<file path="config.mk">
export PLATFORM = sky130hd
export DESIGN_NAME = sfid_top
export DESIGN_NICKNAME = d
export VERILOG_FILES = /design/src/core/sfid_pkg.sv /design/src/core/sfid_top.sv
export SDC_FILE = /design/constraint.sdc
export NUM_CORES = 2
export LEC_CHECK = 0
export BUFFER_PORTS_ARGS = -buffer_cell sky130_fd_sc_hd__buf_2
export CAP_MARGIN = 20
export CORE_MARGIN = 2
export CORE_UTILIZATION = 55
export CTS_CLUSTER_DIAMETER = 50
export DETAILED_ROUTE_END_ITERATION = 10
export PLACE_DENSITY = 0.74
export SYNTH_ARGS = -nofsm -noshare
export SYNTH_HDL_FRONTEND = slang
export SYNTH_SLANG_ARGS = --single-unit
</file>
<file path="constraint.sdc">
create_clock -name core_clk_i -period 4.8 [get_ports core_clk_i]
set_clock_uncertainty 0.15 [all_clocks]
set_input_delay 0.48 -clock core_clk_i [delete_from_list [all_inputs] [get_ports core_clk_i]]
set_output_delay 0.48 -clock core_clk_i [all_outputs]
set_load 0.02 [all_outputs]
</file>
<file path="src/core/sfid_pkg.sv">
// constants, opcodes, states and command codes for the serial flash instruction decoder
// assumes one core clock; the serial link is sampled as ordinary synchronous inputs
package sfid_pkg;

  ////////////////////////////////////////////////////////////////////////////
  // opcodes
  localparam logic [7:0] OPC_READ = 8'h03;
  localparam logic [7:0] OPC_FAST_READ = 8'h0b;
  localparam logic [7:0] OPC_SECTOR_ERASE = 8'h20;
  localparam logic [7:0] OPC_BLOCK32_ERASE = 8'h52;
  localparam logic [7:0] OPC_BLOCK64_ERASE = 8'hd8;
  localparam logic [7:0] OPC_CHIP_ERASE_A = 8'h60;
  localparam logic [7:0] OPC_CHIP_ERASE_B = 8'hc7;
  localparam logic [7:0] OPC_BYTE_PROGRAM = 8'h02;
  localparam logic [7:0] OPC_AUTO_INCREMENT_PROGRAM = 8'had;
  localparam logic [7:0] OPC_STATUS_READ_CMD = 8'h05;
  localparam logic [7:0] OPC_STATUS_WRITE_ENABLE_CMD = 8'h50;
  localparam logic [7:0] OPC_STATUS_WRITE_CMD = 8'h01;
  localparam logic [7:0] OPC_WRITE_ENABLE_CMD = 8'h06;
  localparam logic [7:0] OPC_WRITE_DISABLE_CMD = 8'h04;
  localparam logic [7:0] OPC_ID_READ_CMD_A = 8'h90;
  localparam logic [7:0] OPC_ID_READ_CMD_B = 8'hab;
  localparam logic [7:0] OPC_BUSY_OUTPUT_ON_CMD = 8'h70;
  localparam logic [7:0] OPC_BUSY_OUTPUT_OFF_CMD = 8'h80;
  localparam logic [7:0] OPC_HOLD_FUNCTION_ENABLE_CMD = 8'haa;

  ////////////////////////////////////////////////////////////////////////////
  // framing
  localparam int BITS_PER_CYCLE = 8;
  localparam logic [1:0] ADDR_LAST_BYTE = 2'h2;
  localparam logic [1:0] DATA_ONE_BYTE = 2'h1;
  localparam logic [1:0] DATA_TWO_BYTES = 2'h2;
  localparam int READ_MAX_SCK_HZ = 33_000_000;
  localparam int CORE_CLK_HZ = 50_000_000;
  localparam int SECTOR_LSB = 12;
  localparam int BLOCK32_LSB = 15;
  localparam int BLOCK64_LSB = 16;

  ////////////////////////////////////////////////////////////////////////////
  // status byte layout and reset values
  localparam int ST_BUSY_POS = 0;
  localparam int ST_WEL_POS = 1;
  localparam int ST_BP_LSB = 2;
  localparam int ST_AAI_POS = 6;
  localparam int ST_BPL_POS = 7;
  localparam logic [3:0] BP_RESET = 4'h7;
  localparam logic BPL_RESET = 1'b0;

  ////////////////////////////////////////////////////////////////////////////
  // commands handed to the array engine
  localparam int CMD_OP_W = 3;
  localparam logic [2:0] CMD_BYTE_PROGRAM = 3'h0;
  localparam logic [2:0] CMD_AUTO_INCREMENT_WORD = 3'h1;
  localparam logic [2:0] CMD_SECTOR_ERASE = 3'h2;
  localparam logic [2:0] CMD_BLOCK32_ERASE = 3'h3;
  localparam logic [2:0] CMD_BLOCK64_ERASE = 3'h4;
  localparam logic [2:0] CMD_CHIP_ERASE = 3'h5;
  localparam int CMD_DATA_W = 16;

  typedef enum logic [8:0] {
    ST_IDLE = 9'h001,
    ST_OPCODE = 9'h002,
    ST_ADDR = 9'h004,
    ST_DUMMY = 9'h008,
    ST_DATA_IN = 9'h010,
    ST_NO_DATA = 9'h020,
    ST_DATA_OUT = 9'h040,
    ST_IGNORE = 9'h080,
    ST_PUSH = 9'h100
  } sfid_state_type;

endpackage

</file>
<file path="src/core/sfid_top.sv">
// serial flash instruction decoder: spi mode 0/3 framing, decode, read streaming
// assumes sck/cs/si synchronous to core_clk_i and sck well below half the core rate;
// the array answers mem_rd_data_i combinationally from mem_rd_addr_o
`timescale 1ns/1ps

////////////////////////////////////////////////////////////////////////////////
// command fifo with registered head
module sfid_fifo #(
  parameter int WIDTH = 39,
  parameter int DEPTH = 16
) (
  input wire logic core_clk_i, // core clock
  input wire logic resetn_i, // async reset, active low
  input wire logic in_valid_i, // word offered
  input wire logic [WIDTH-1:0] in_data_i, // word to store
  output logic in_ready_o, // room for a word
  output logic out_valid_o, // head word present
  output logic [WIDTH-1:0] out_data_o, // head word
  input wire logic out_ready_i // head word taken
);
  localparam int PW = $clog2(DEPTH);

  generate
    if (DEPTH < 2 || (DEPTH & (DEPTH - 1)) != 0) begin : g_bad_depth
      $error("fifo depth must be a power of two, at least 2");
    end
  endgenerate

  typedef struct packed {
    logic [DEPTH-1:0][WIDTH-1:0] mem;
    logic [PW-1:0] wr;
    logic [PW-1:0] rd;
    logic [PW:0] cnt;
    logic out_valid;
    logic [WIDTH-1:0] out_data;
  } sfid_fifo_type;

  localparam logic [PW:0] FULL_CNT = (PW + 1)'(DEPTH);
  localparam logic [PW:0] CNT_ONE = 1;
  localparam logic [PW-1:0] PTR_ONE = 1;

  sfid_fifo_type s_reg;
  sfid_fifo_type s_next;
  logic push;
  logic pop;

  assign in_ready_o = (s_reg.cnt != FULL_CNT);
  assign out_valid_o = s_reg.out_valid;
  assign out_data_o = s_reg.out_data;

  always_comb begin
    s_next = s_reg;
    push = in_valid_i && (s_reg.cnt != FULL_CNT);
    pop = s_reg.out_valid && out_ready_i;
    if (push) begin
      s_next.mem[s_reg.wr] = in_data_i;
      s_next.wr = s_reg.wr + PTR_ONE;
    end
    if (pop) begin
      s_next.rd = s_reg.rd + PTR_ONE;
    end
    if (push && !pop) begin
      s_next.cnt = s_reg.cnt + CNT_ONE;
    end else if (pop && !push) begin
      s_next.cnt = s_reg.cnt - CNT_ONE;
    end
    // head is kept in flops so the consumer sees registered outputs
    s_next.out_valid = (s_next.cnt != '0);
    s_next.out_data = s_next.mem[s_next.rd];
  end

  always_ff @(posedge core_clk_i or negedge resetn_i) begin
    if (!resetn_i) begin
      s_reg <= '0;
    end else begin
      s_reg <= s_next;
    end
  end
endmodule // sfid_fifo

////////////////////////////////////////////////////////////////////////////////
// decoder top
module sfid_top
  import sfid_pkg::*;
#(
  parameter int ADDR_W = 20,
  parameter int FIFO_DEPTH = 16,
  parameter logic [7:0] MAKER_CODE = 8'h5a, // arbitrary value
  parameter logic [7:0] PART_CODE = 8'ha5 // arbitrary value
) (
  input wire logic core_clk_i, // core clock, 50 MHz
  input wire logic resetn_i, // async reset, active low
  input wire logic cs_n_i, // chip select, active low
  input wire logic sck_i, // serial clock from host
  input wire logic si_i, // serial data in
  output logic so_o, // serial data out
  output logic so_oe_o, // serial out driven
  input wire logic wp_n_i, // write protect, active low
  input wire logic busy_i, // array engine busy
  output logic [ADDR_W-1:0] mem_rd_addr_o, // array read address
  input wire logic [7:0] mem_rd_data_i, // array read data
  output logic hold_en_o, // hold function selected on shared pin
  output logic cmd_valid_o, // command word waiting
  output logic [CMD_OP_W-1:0] cmd_op_o, // command code
  output logic [ADDR_W-1:0] cmd_addr_o, // command address
  output logic [CMD_DATA_W-1:0] cmd_data_o, // program data: word program first byte high, byte program in the low byte
  input wire logic cmd_ready_i // command word taken
);
  localparam int CMD_W = CMD_OP_W + ADDR_W + CMD_DATA_W;

  generate
    if (ADDR_W < BLOCK64_LSB + 1 || ADDR_W > 24) begin : g_bad_addr
      $error("address width must lie between 17 and 24");
    end
  endgenerate

  typedef struct packed {
    sfid_state_type st;
    logic sck_q;
    logic cs_n_q;
    logic [2:0] bit_cnt;
    logic [7:0] sh;
    logic [7:0] opc;
    logic [1:0] byte_cnt;
    logic [ADDR_W-1:0] addr;
    logic [15:0] din;
    logic [1:0] din_cnt;
    logic [7:0] tx;
    logic write_enable_latch;
    logic status_write_enable_cmd;
    logic auto_increment_program;
    logic [ADDR_W-1:0] aai_addr;
    logic protection_lock_bit;
    logic [3:0] bp;
    logic busy_out_en;
    logic hold_en;
    logic so;
    logic so_oe;
    logic [CMD_W-1:0] cmd;
  } sfid_regs_type;

  localparam logic [ADDR_W-1:0] A_ONE = 1;
  localparam logic [ADDR_W-1:0] A_TWO = 2;

  sfid_regs_type s_reg;
  sfid_regs_type s_next;
  logic fifo_ready;
  logic [CMD_W-1:0] fifo_out;

  function automatic logic [ADDR_W-1:0] low_clear(input logic [ADDR_W-1:0] a, input int lsb);
    logic [ADDR_W-1:0] m;
    m = '1;
    m = m << lsb;
    return a & m;
  endfunction

  function automatic logic is_id_read(input logic [7:0] op);
    return (op == OPC_ID_READ_CMD_A) || (op == OPC_ID_READ_CMD_B);
  endfunction

  ////////////////////////////////////////////////////////////////////////////
  always_comb begin
    logic [7:0] b;
    logic [7:0] src;
    logic sck_rise;
    logic sck_fall;
    logic cs_fall;
    logic cs_rise;
    logic busy;
    logic [ADDR_W-1:0] base;
    b = {s_reg.sh[6:0], si_i};
    src = '0;
    base = '0;
    s_next = s_reg;
    s_next.sck_q = sck_i;
    s_next.cs_n_q = cs_n_i;
    sck_rise = sck_i && !s_reg.sck_q && !cs_n_i;
    sck_fall = !sck_i && s_reg.sck_q && !cs_n_i;
    cs_fall = !cs_n_i && s_reg.cs_n_q;
    cs_rise = cs_n_i && !s_reg.cs_n_q;
    // queued or in-flight work counts as busy to the host
    busy = busy_i || (s_reg.st == ST_PUSH) || cmd_valid_o;

    if (cs_rise) begin
      s_next.st = (s_reg.st == ST_PUSH) ? ST_PUSH : ST_IDLE;
      s_next.so_oe = 1'b0;
      if (s_reg.bit_cnt == 3'h0 &&
          (s_reg.st == ST_NO_DATA || s_reg.st == ST_DATA_IN)) begin
        if (s_reg.opc != OPC_STATUS_WRITE_ENABLE_CMD) begin
          s_next.status_write_enable_cmd = 1'b0;
        end
        unique case (s_reg.opc)
          OPC_WRITE_ENABLE_CMD: s_next.write_enable_latch = 1'b1;
          OPC_WRITE_DISABLE_CMD: begin
            s_next.write_enable_latch = 1'b0;
            s_next.auto_increment_program = 1'b0;
          end
          OPC_STATUS_WRITE_ENABLE_CMD: s_next.status_write_enable_cmd = 1'b1;
          OPC_BUSY_OUTPUT_ON_CMD: s_next.busy_out_en = 1'b1;
          OPC_BUSY_OUTPUT_OFF_CMD: s_next.busy_out_en = 1'b0;
          OPC_HOLD_FUNCTION_ENABLE_CMD: s_next.hold_en = 1'b1;
          OPC_CHIP_ERASE_A, OPC_CHIP_ERASE_B: begin
            s_next.cmd = {CMD_CHIP_ERASE, {ADDR_W{1'b0}}, 16'h0000};
            s_next.st = ST_PUSH;
            s_next.write_enable_latch = 1'b0;
          end
          OPC_SECTOR_ERASE: begin
            s_next.cmd = {CMD_SECTOR_ERASE, low_clear(s_reg.addr, SECTOR_LSB), 16'h0000};
            s_next.st = ST_PUSH;
            s_next.write_enable_latch = 1'b0;
          end
          OPC_BLOCK32_ERASE: begin
            s_next.cmd = {CMD_BLOCK32_ERASE, low_clear(s_reg.addr, BLOCK32_LSB), 16'h0000};
            s_next.st = ST_PUSH;
            s_next.write_enable_latch = 1'b0;
          end
          OPC_BLOCK64_ERASE: begin
            s_next.cmd = {CMD_BLOCK64_ERASE, low_clear(s_reg.addr, BLOCK64_LSB), 16'h0000};
            s_next.st = ST_PUSH;
            s_next.write_enable_latch = 1'b0;
          end
          OPC_BYTE_PROGRAM: begin
            if (s_reg.din_cnt == DATA_ONE_BYTE) begin
              s_next.cmd = {CMD_BYTE_PROGRAM, s_reg.addr, 8'h00, s_reg.din[7:0]};
              s_next.st = ST_PUSH;
              s_next.write_enable_latch = 1'b0;
            end
          end
          OPC_AUTO_INCREMENT_PROGRAM: begin
            if (s_reg.din_cnt == DATA_TWO_BYTES) begin
              // first entry takes the sent address with bit 0 forced even
              base = s_reg.auto_increment_program ? s_reg.aai_addr : (s_reg.addr & ~A_ONE);
              s_next.cmd = {CMD_AUTO_INCREMENT_WORD, base, s_reg.din};
              s_next.st = ST_PUSH;
              s_next.auto_increment_program = 1'b1;
              s_next.aai_addr = base + A_TWO;
              // no wrap while word programming: leaving the top ends the sequence
              if (base + A_TWO == '0) begin
                s_next.auto_increment_program = 1'b0;
                s_next.write_enable_latch = 1'b0;
              end
            end
          end
          OPC_STATUS_WRITE_CMD: begin
            if (s_reg.din_cnt == DATA_ONE_BYTE) begin
              if (wp_n_i || !s_reg.protection_lock_bit) begin
                s_next.bp = s_reg.din[ST_BP_LSB+3:ST_BP_LSB];
                s_next.protection_lock_bit = s_reg.din[ST_BPL_POS];
              end
              s_next.write_enable_latch = 1'b0;
            end
          end
          default: ;
        endcase
      end
    end else if (cs_fall) begin
      if (s_reg.st == ST_IDLE) begin
        s_next.st = ST_OPCODE;
        s_next.bit_cnt = 3'h0;
        s_next.byte_cnt = 2'h0;
        s_next.din_cnt = 2'h0;
      end
    end else if (sck_rise) begin
      s_next.sh = b;
      s_next.bit_cnt = s_reg.bit_cnt + 3'h1;
      if (s_reg.bit_cnt == 3'(BITS_PER_CYCLE - 1)) begin
        unique case (s_reg.st)
          ST_OPCODE: begin
            s_next.opc = b;
            s_next.st = ST_IGNORE;
            if (s_reg.auto_increment_program && b != OPC_AUTO_INCREMENT_PROGRAM && b != OPC_STATUS_READ_CMD &&
                b != OPC_WRITE_DISABLE_CMD) begin
              s_next.st = ST_IGNORE;
            end else begin
              unique case (b)
                OPC_READ, OPC_FAST_READ, OPC_ID_READ_CMD_A, OPC_ID_READ_CMD_B:
                  s_next.st = ST_ADDR;
                OPC_SECTOR_ERASE, OPC_BLOCK32_ERASE, OPC_BLOCK64_ERASE, OPC_BYTE_PROGRAM:
                  s_next.st = s_reg.write_enable_latch ? ST_ADDR : ST_IGNORE;
                OPC_AUTO_INCREMENT_PROGRAM:
                  s_next.st = s_reg.auto_increment_program ? ST_DATA_IN : (s_reg.write_enable_latch ? ST_ADDR : ST_IGNORE);
                OPC_CHIP_ERASE_A, OPC_CHIP_ERASE_B:
                  s_next.st = s_reg.write_enable_latch ? ST_NO_DATA : ST_IGNORE;
                OPC_STATUS_WRITE_CMD:
                  s_next.st = (s_reg.write_enable_latch || s_reg.status_write_enable_cmd) ? ST_DATA_IN : ST_IGNORE;
                OPC_STATUS_READ_CMD:
                  s_next.st = ST_DATA_OUT;
                OPC_WRITE_ENABLE_CMD, OPC_WRITE_DISABLE_CMD, OPC_STATUS_WRITE_ENABLE_CMD,
                OPC_BUSY_OUTPUT_ON_CMD, OPC_BUSY_OUTPUT_OFF_CMD,
                OPC_HOLD_FUNCTION_ENABLE_CMD:
                  s_next.st = ST_NO_DATA;
                default: s_next.st = ST_IGNORE;
              endcase
            end
          end
          ST_ADDR: begin
            s_next.addr = {s_reg.addr[ADDR_W-9:0], b};
            s_next.byte_cnt = s_reg.byte_cnt + 2'h1;
            if (s_reg.byte_cnt == ADDR_LAST_BYTE) begin
              unique case (s_reg.opc)
                OPC_FAST_READ: s_next.st = ST_DUMMY;
                OPC_READ, OPC_ID_READ_CMD_A, OPC_ID_READ_CMD_B:
                  s_next.st = ST_DATA_OUT;
                OPC_BYTE_PROGRAM, OPC_AUTO_INCREMENT_PROGRAM: s_next.st = ST_DATA_IN;
                default: s_next.st = ST_NO_DATA;
              endcase
            end
          end
          ST_DUMMY: s_next.st = ST_DATA_OUT;
          ST_DATA_IN: begin
            s_next.din = {s_reg.din[7:0], b};
            if (s_reg.din_cnt != 2'h3) begin
              s_next.din_cnt = s_reg.din_cnt + 2'h1;
            end
          end
          default: ;
        endcase
      end
    end else if (sck_fall && s_reg.st == ST_DATA_OUT) begin
      if (s_reg.bit_cnt == 3'h0) begin
        if (s_reg.opc == OPC_STATUS_READ_CMD) begin
          src = {s_reg.protection_lock_bit, s_reg.auto_increment_program, s_reg.bp, s_reg.write_enable_latch, busy};
        end else if (is_id_read(s_reg.opc)) begin
          src = s_reg.addr[0] ? PART_CODE : MAKER_CODE;
        end else begin
          src = mem_rd_data_i;
          s_next.addr = s_reg.addr + A_ONE;
        end
        s_next.tx = src;
        s_next.so = src[7];
      end else begin
        s_next.so = s_reg.tx[~s_reg.bit_cnt];
      end
      s_next.so_oe = 1'b1;
    end

    if (s_reg.st == ST_PUSH && fifo_ready) begin
      // a select that fell while the word waited is not framed
      s_next.st = cs_n_i ? ST_IDLE : ST_IGNORE;
    end

    // ready/busy drives serial out while word programming is selected, except while data shifts out
    if (!cs_n_i && !cs_fall && s_reg.auto_increment_program && s_reg.busy_out_en &&
        s_next.st != ST_DATA_OUT) begin
      s_next.so = !busy;
      s_next.so_oe = 1'b1;
    end else if (cs_n_i || s_next.st != ST_DATA_OUT) begin
      s_next.so_oe = 1'b0;
    end
  end

  always_ff @(posedge core_clk_i or negedge resetn_i) begin
    if (!resetn_i) begin
      s_reg <= '0;
      s_reg.st <= ST_IDLE;
      s_reg.sck_q <= 1'b0;
      s_reg.cs_n_q <= 1'b1;
      s_reg.bp <= BP_RESET;
      s_reg.protection_lock_bit <= BPL_RESET;
      s_reg.write_enable_latch <= 1'b0;
    end else begin
      s_reg <= s_next;
    end
  end

  ////////////////////////////////////////////////////////////////////////////
  // a full queue holds the decoder in the push state and shows as busy
  sfid_fifo #(
    .WIDTH(CMD_W),
    .DEPTH(FIFO_DEPTH)
  ) u_cmd_fifo (
    .core_clk_i(core_clk_i),
    .resetn_i(resetn_i),
    .in_valid_i(s_reg.st == ST_PUSH),
    .in_data_i(s_reg.cmd),
    .in_ready_o(fifo_ready),
    .out_valid_o(cmd_valid_o),
    .out_data_o(fifo_out),
    .out_ready_i(cmd_ready_i)
  );

  assign cmd_op_o = fifo_out[CMD_W-1 -: CMD_OP_W];
  assign cmd_addr_o = fifo_out[CMD_DATA_W +: ADDR_W];
  assign cmd_data_o = fifo_out[CMD_DATA_W-1:0];
  assign so_o = s_reg.so;
  assign so_oe_o = s_reg.so_oe;
  assign mem_rd_addr_o = s_reg.addr;
  assign hold_en_o = s_reg.hold_en;
endmodule // sfid_top

</file>
==> results.sh <==
export IMPL_via_per_inst=6.79
export IMPL_min_from="si_i"
export IMPL_grt_max_degree=146
export IMPL_path_max_fanout=33
export IMPL_r2r_start="s_reg[144]"
export IMPL_p_leak_nw=21.7
export IMPL_endpoint_kind="flip-flop"
export IMPL_cts_max_level=3
export IMPL_die_w_um=279
export IMPL_pwr_share_comb_pct=39.2
export IMPL_wirelength_mm=127
export IMPL_synth_seq_area_share_pct=49.7
export IMPL_ios=79
export IMPL_synth_top_area_cell="dfrtp_1"
export IMPL_cp_arrival_ps=4510
export IMPL_postRouteAntennaNets=0
export IMPL_tightest_slew_ps=994
export IMPL_power_switching_mw=10.3
export IMPL_ys_flop_type="dfrtp_1"
export IMPL_num_vias=32760
export IMPL_switching_share_pct=41.9
export IMPL_critPathLaunch="s_reg[144]"
export IMPL_ys_async_sr_fraction_pct=100
export IMPL_routedWlPerCell_um=26.3
export IMPL_io_buffers=78
export IMPL_drc=0
export IMPL_largest_register_ffs=637
export IMPL_grt_pass1_wl_mm=194
export IMPL_status="finished, final reports clean"
export IMPL_path_class="reg -> reg"
export IMPL_nNetsFinal=3813
export IMPL_dr_pass1_iters=6
export IMPL_cts_post_setup_buffers_inserted=0
export IMPL_hold_viol_final=0
export IMPL_synth_cells_most_frequent="dfrtp_1, mux2_2, nor2_1, clkbuf_1, o21ai_0"
export IMPL_cts_root_buf="clkbuf_16"
export IMPL_place_congestion=0.935
export IMPL_fmax_mhz=246
export IMPL_hold_path_class="in -> reg"
export IMPL_cts_tree="built"
export IMPL_synthesis_instances=3916
export IMPL_synth_distinct_cells=74
export IMPL_layout_area_overhead_vs_synth_pct=10.8
export IMPL_required_ps=5250
export IMPL_ys_ff_latch=825
export IMPL_clockBufferDepth=3
export IMPL_setup_viol=0
export IMPL_gr_max_usage_layer="met2"
export IMPL_core_area_um2=74600
export IMPL_period_share_pct=84.6
export IMPL_p_int_mw=14.3
export IMPL_pwr_density_cell_nw_per_um2=533
export IMPL_overflow=0
export IMPL_antenna_found_initial=2
export IMPL_start_kind="flip-flop"
export IMPL_synth_warnings=0
export IMPL_rows=100
export IMPL_finalCriticalPeriod_ps=4060
export IMPL_clock_sinks=825
export IMPL_whs_ps=109
export IMPL_setup_tns_ps=0
export IMPL_hpwlAfterDp_mm=75.8
export IMPL_netlist_area_um2=41500
export IMPL_p_clk_share_pct=30.1
export IMPL_grt_util_met2_pct=51.0
export IMPL_fin_util_pct=61.7
export IMPL_syn_nets=3952
export IMPL_synth_top_area_share_pct=49.4
export IMPL_rsz0062_at_grt="false"
export IMPL_synth_edf_count=0
export IMPL_start_util_pct=55.7
export IMPL_slew_violations=0
export IMPL_synthTopCellsByArea="dfrtp_1, mux2_2, nor2_1, o21ai_0, nor3_1"
export IMPL_dieArea_um2=77700
export IMPL_met3_usage_pct=6.32
export IMPL_drtIter0Drc=3812
export IMPL_use_met1_pct=43.7
export IMPL_cts_buffers=95
export IMPL_cap_violations=0
export IMPL_synth_most_common_cell="dfrtp_1"
export IMPL_avgSynthCellArea_um2=10.6
export IMPL_p_seq_share_pct=30.6
export IMPL_max_slew_margin_pct=33.8
export IMPL_ir_drop_uv=638
export IMPL_layout_drive_gt1_share_pct=28.6
export IMPL_grt_usage_pct=32.5
export IMPL_grt_pass1_vias=32065
export IMPL_path_clk_slew_ps=60
export IMPL_fp_dieH_um=279
export IMPL_insertion_delay_ps=670
-- power groups by stage --
| stage | registers [mW] | logic [mW] | clock network (mW) |
|---|---|---|---|
| after floorplan | 7.45 | 5.80 | 0 |
| after global placement | 7.64 | 9.10 | 0 |
| after detailed placement | 7.63 | 9.23 | 0 |
| after CTS | 7.51 | 9.31 | 7.45 |
| after global routing | 7.53 | 10.1 | 7.76 |
| final | 7.52 | 9.62 | 7.39 |
-- layout make-up --
| cell class | instances | area, µm² |
|---|---|---|
| timing repair buffer | 186 | 1330 |
| clock inverter | 38 | 453 |
| sequential | 825 | 20700 |
| tap | 969 | 1210 |
| inverter | 34 | 128 |
| antenna | 1 | 2.50 |
| fill | 5872 | 28600 |
| clock buffer | 136 | 2770 |
| multi-input combinational | 2635 | 19400 |
-- repair_timing --
action	4_1_cts	5_1_grt
gates resized for setup	0	0
endpoints found under the hold margin	72	0
hold buffers	3	0
-- kinds of logic after synthesis --
kind of cell / Yosys count / share of synthesized area (%)
adders and majority gates: 22 / 0.651
buffers and inverters: 456 / 4.73
muxes: 700 / 19.0
and+or+nand+nor: 1112 / 13.2
DFF: 825 / 49.7
AOI/OAI and AO/OA: 766 / 12.0
xor gates and xnor gates: 35 / 0.738
-- worst max-delay path, stage by stage (launching register included) --
cell and delay, ps:
dfrtp_1 440, or4_4 600, nor4b_4 280, buf_4 390, nand3_4 320, nand2_2 730, buf_4 500, o221a_2 280
nand2_1 50, and3_1 160, nand4_1 70
-- cell usage in the layout, fill, tap and decap left out, drive strengths merged, types with 27 or more instances in the layout --
| cell type | instances |
|---|---|
| o22ai | 152 |
| o21ai | 215 |
| o31ai | 36 |
| nand4 | 36 |
| inv | 41 |
| nor4 | 89 |
| o221ai | 106 |
| o41ai | 27 |
| and3 | 29 |
| nand3 | 117 |
| nor3 | 196 |
| a21oi | 126 |
| dfrtp | 820 |
| clkbuf | 137 |
| nand2 | 147 |
| or4 | 31 |
| nor2 | 360 |
| mux2 | 677 |
| buf | 182 |
-- metal layers --
metal | up-vias | part of all wire (%)
met1 | 16460 | 40
li1 | 14144 | -
met3 | 386 | 9.4
met2 | 1770 | 46
met5 | - | 0
met4 | 0 | 4.7
-- final timing paths --
| kind | endpoint | slack, ps | depth (start not counted) |
|---|---|---|---|
| max | u_cmd_fifo.out_data_o[30] | 740 | 10 |
| min reg2reg | s_reg[10] | 330 | 2 |
| min in group asynchronous | u_cmd_fifo.s_reg[362] | 290 | 2 |
| max in group asynchronous | u_cmd_fifo.s_reg[503] | 2950 | 3 |
| min | mem_rd_addr_o[0] | 110 | 3 |
| max reg2reg | u_cmd_fifo.out_data_o[30] | 740 | 10 |
-- metrics by stage --
| stage | cells | power (mW) | cell area, µm² | worst slack, ps |
|---|---|---|---|---|
| final | 4824 | 24.5 | 46000 | 740 |
| after global routing | 4824 | 25.4 | 46000 | 580 |
| after CTS | 4819 | 24.3 | 45900 | 812 |
| after detailed placement | 4642 | 16.9 | 42700 | 824 |
| after global placement | 4642 | 16.7 | 42700 | 903 |
| after floorplan | 3916 | 13.2 | 41500 | 153 |
No activity file was read; power rests on OpenSTA's default activity.
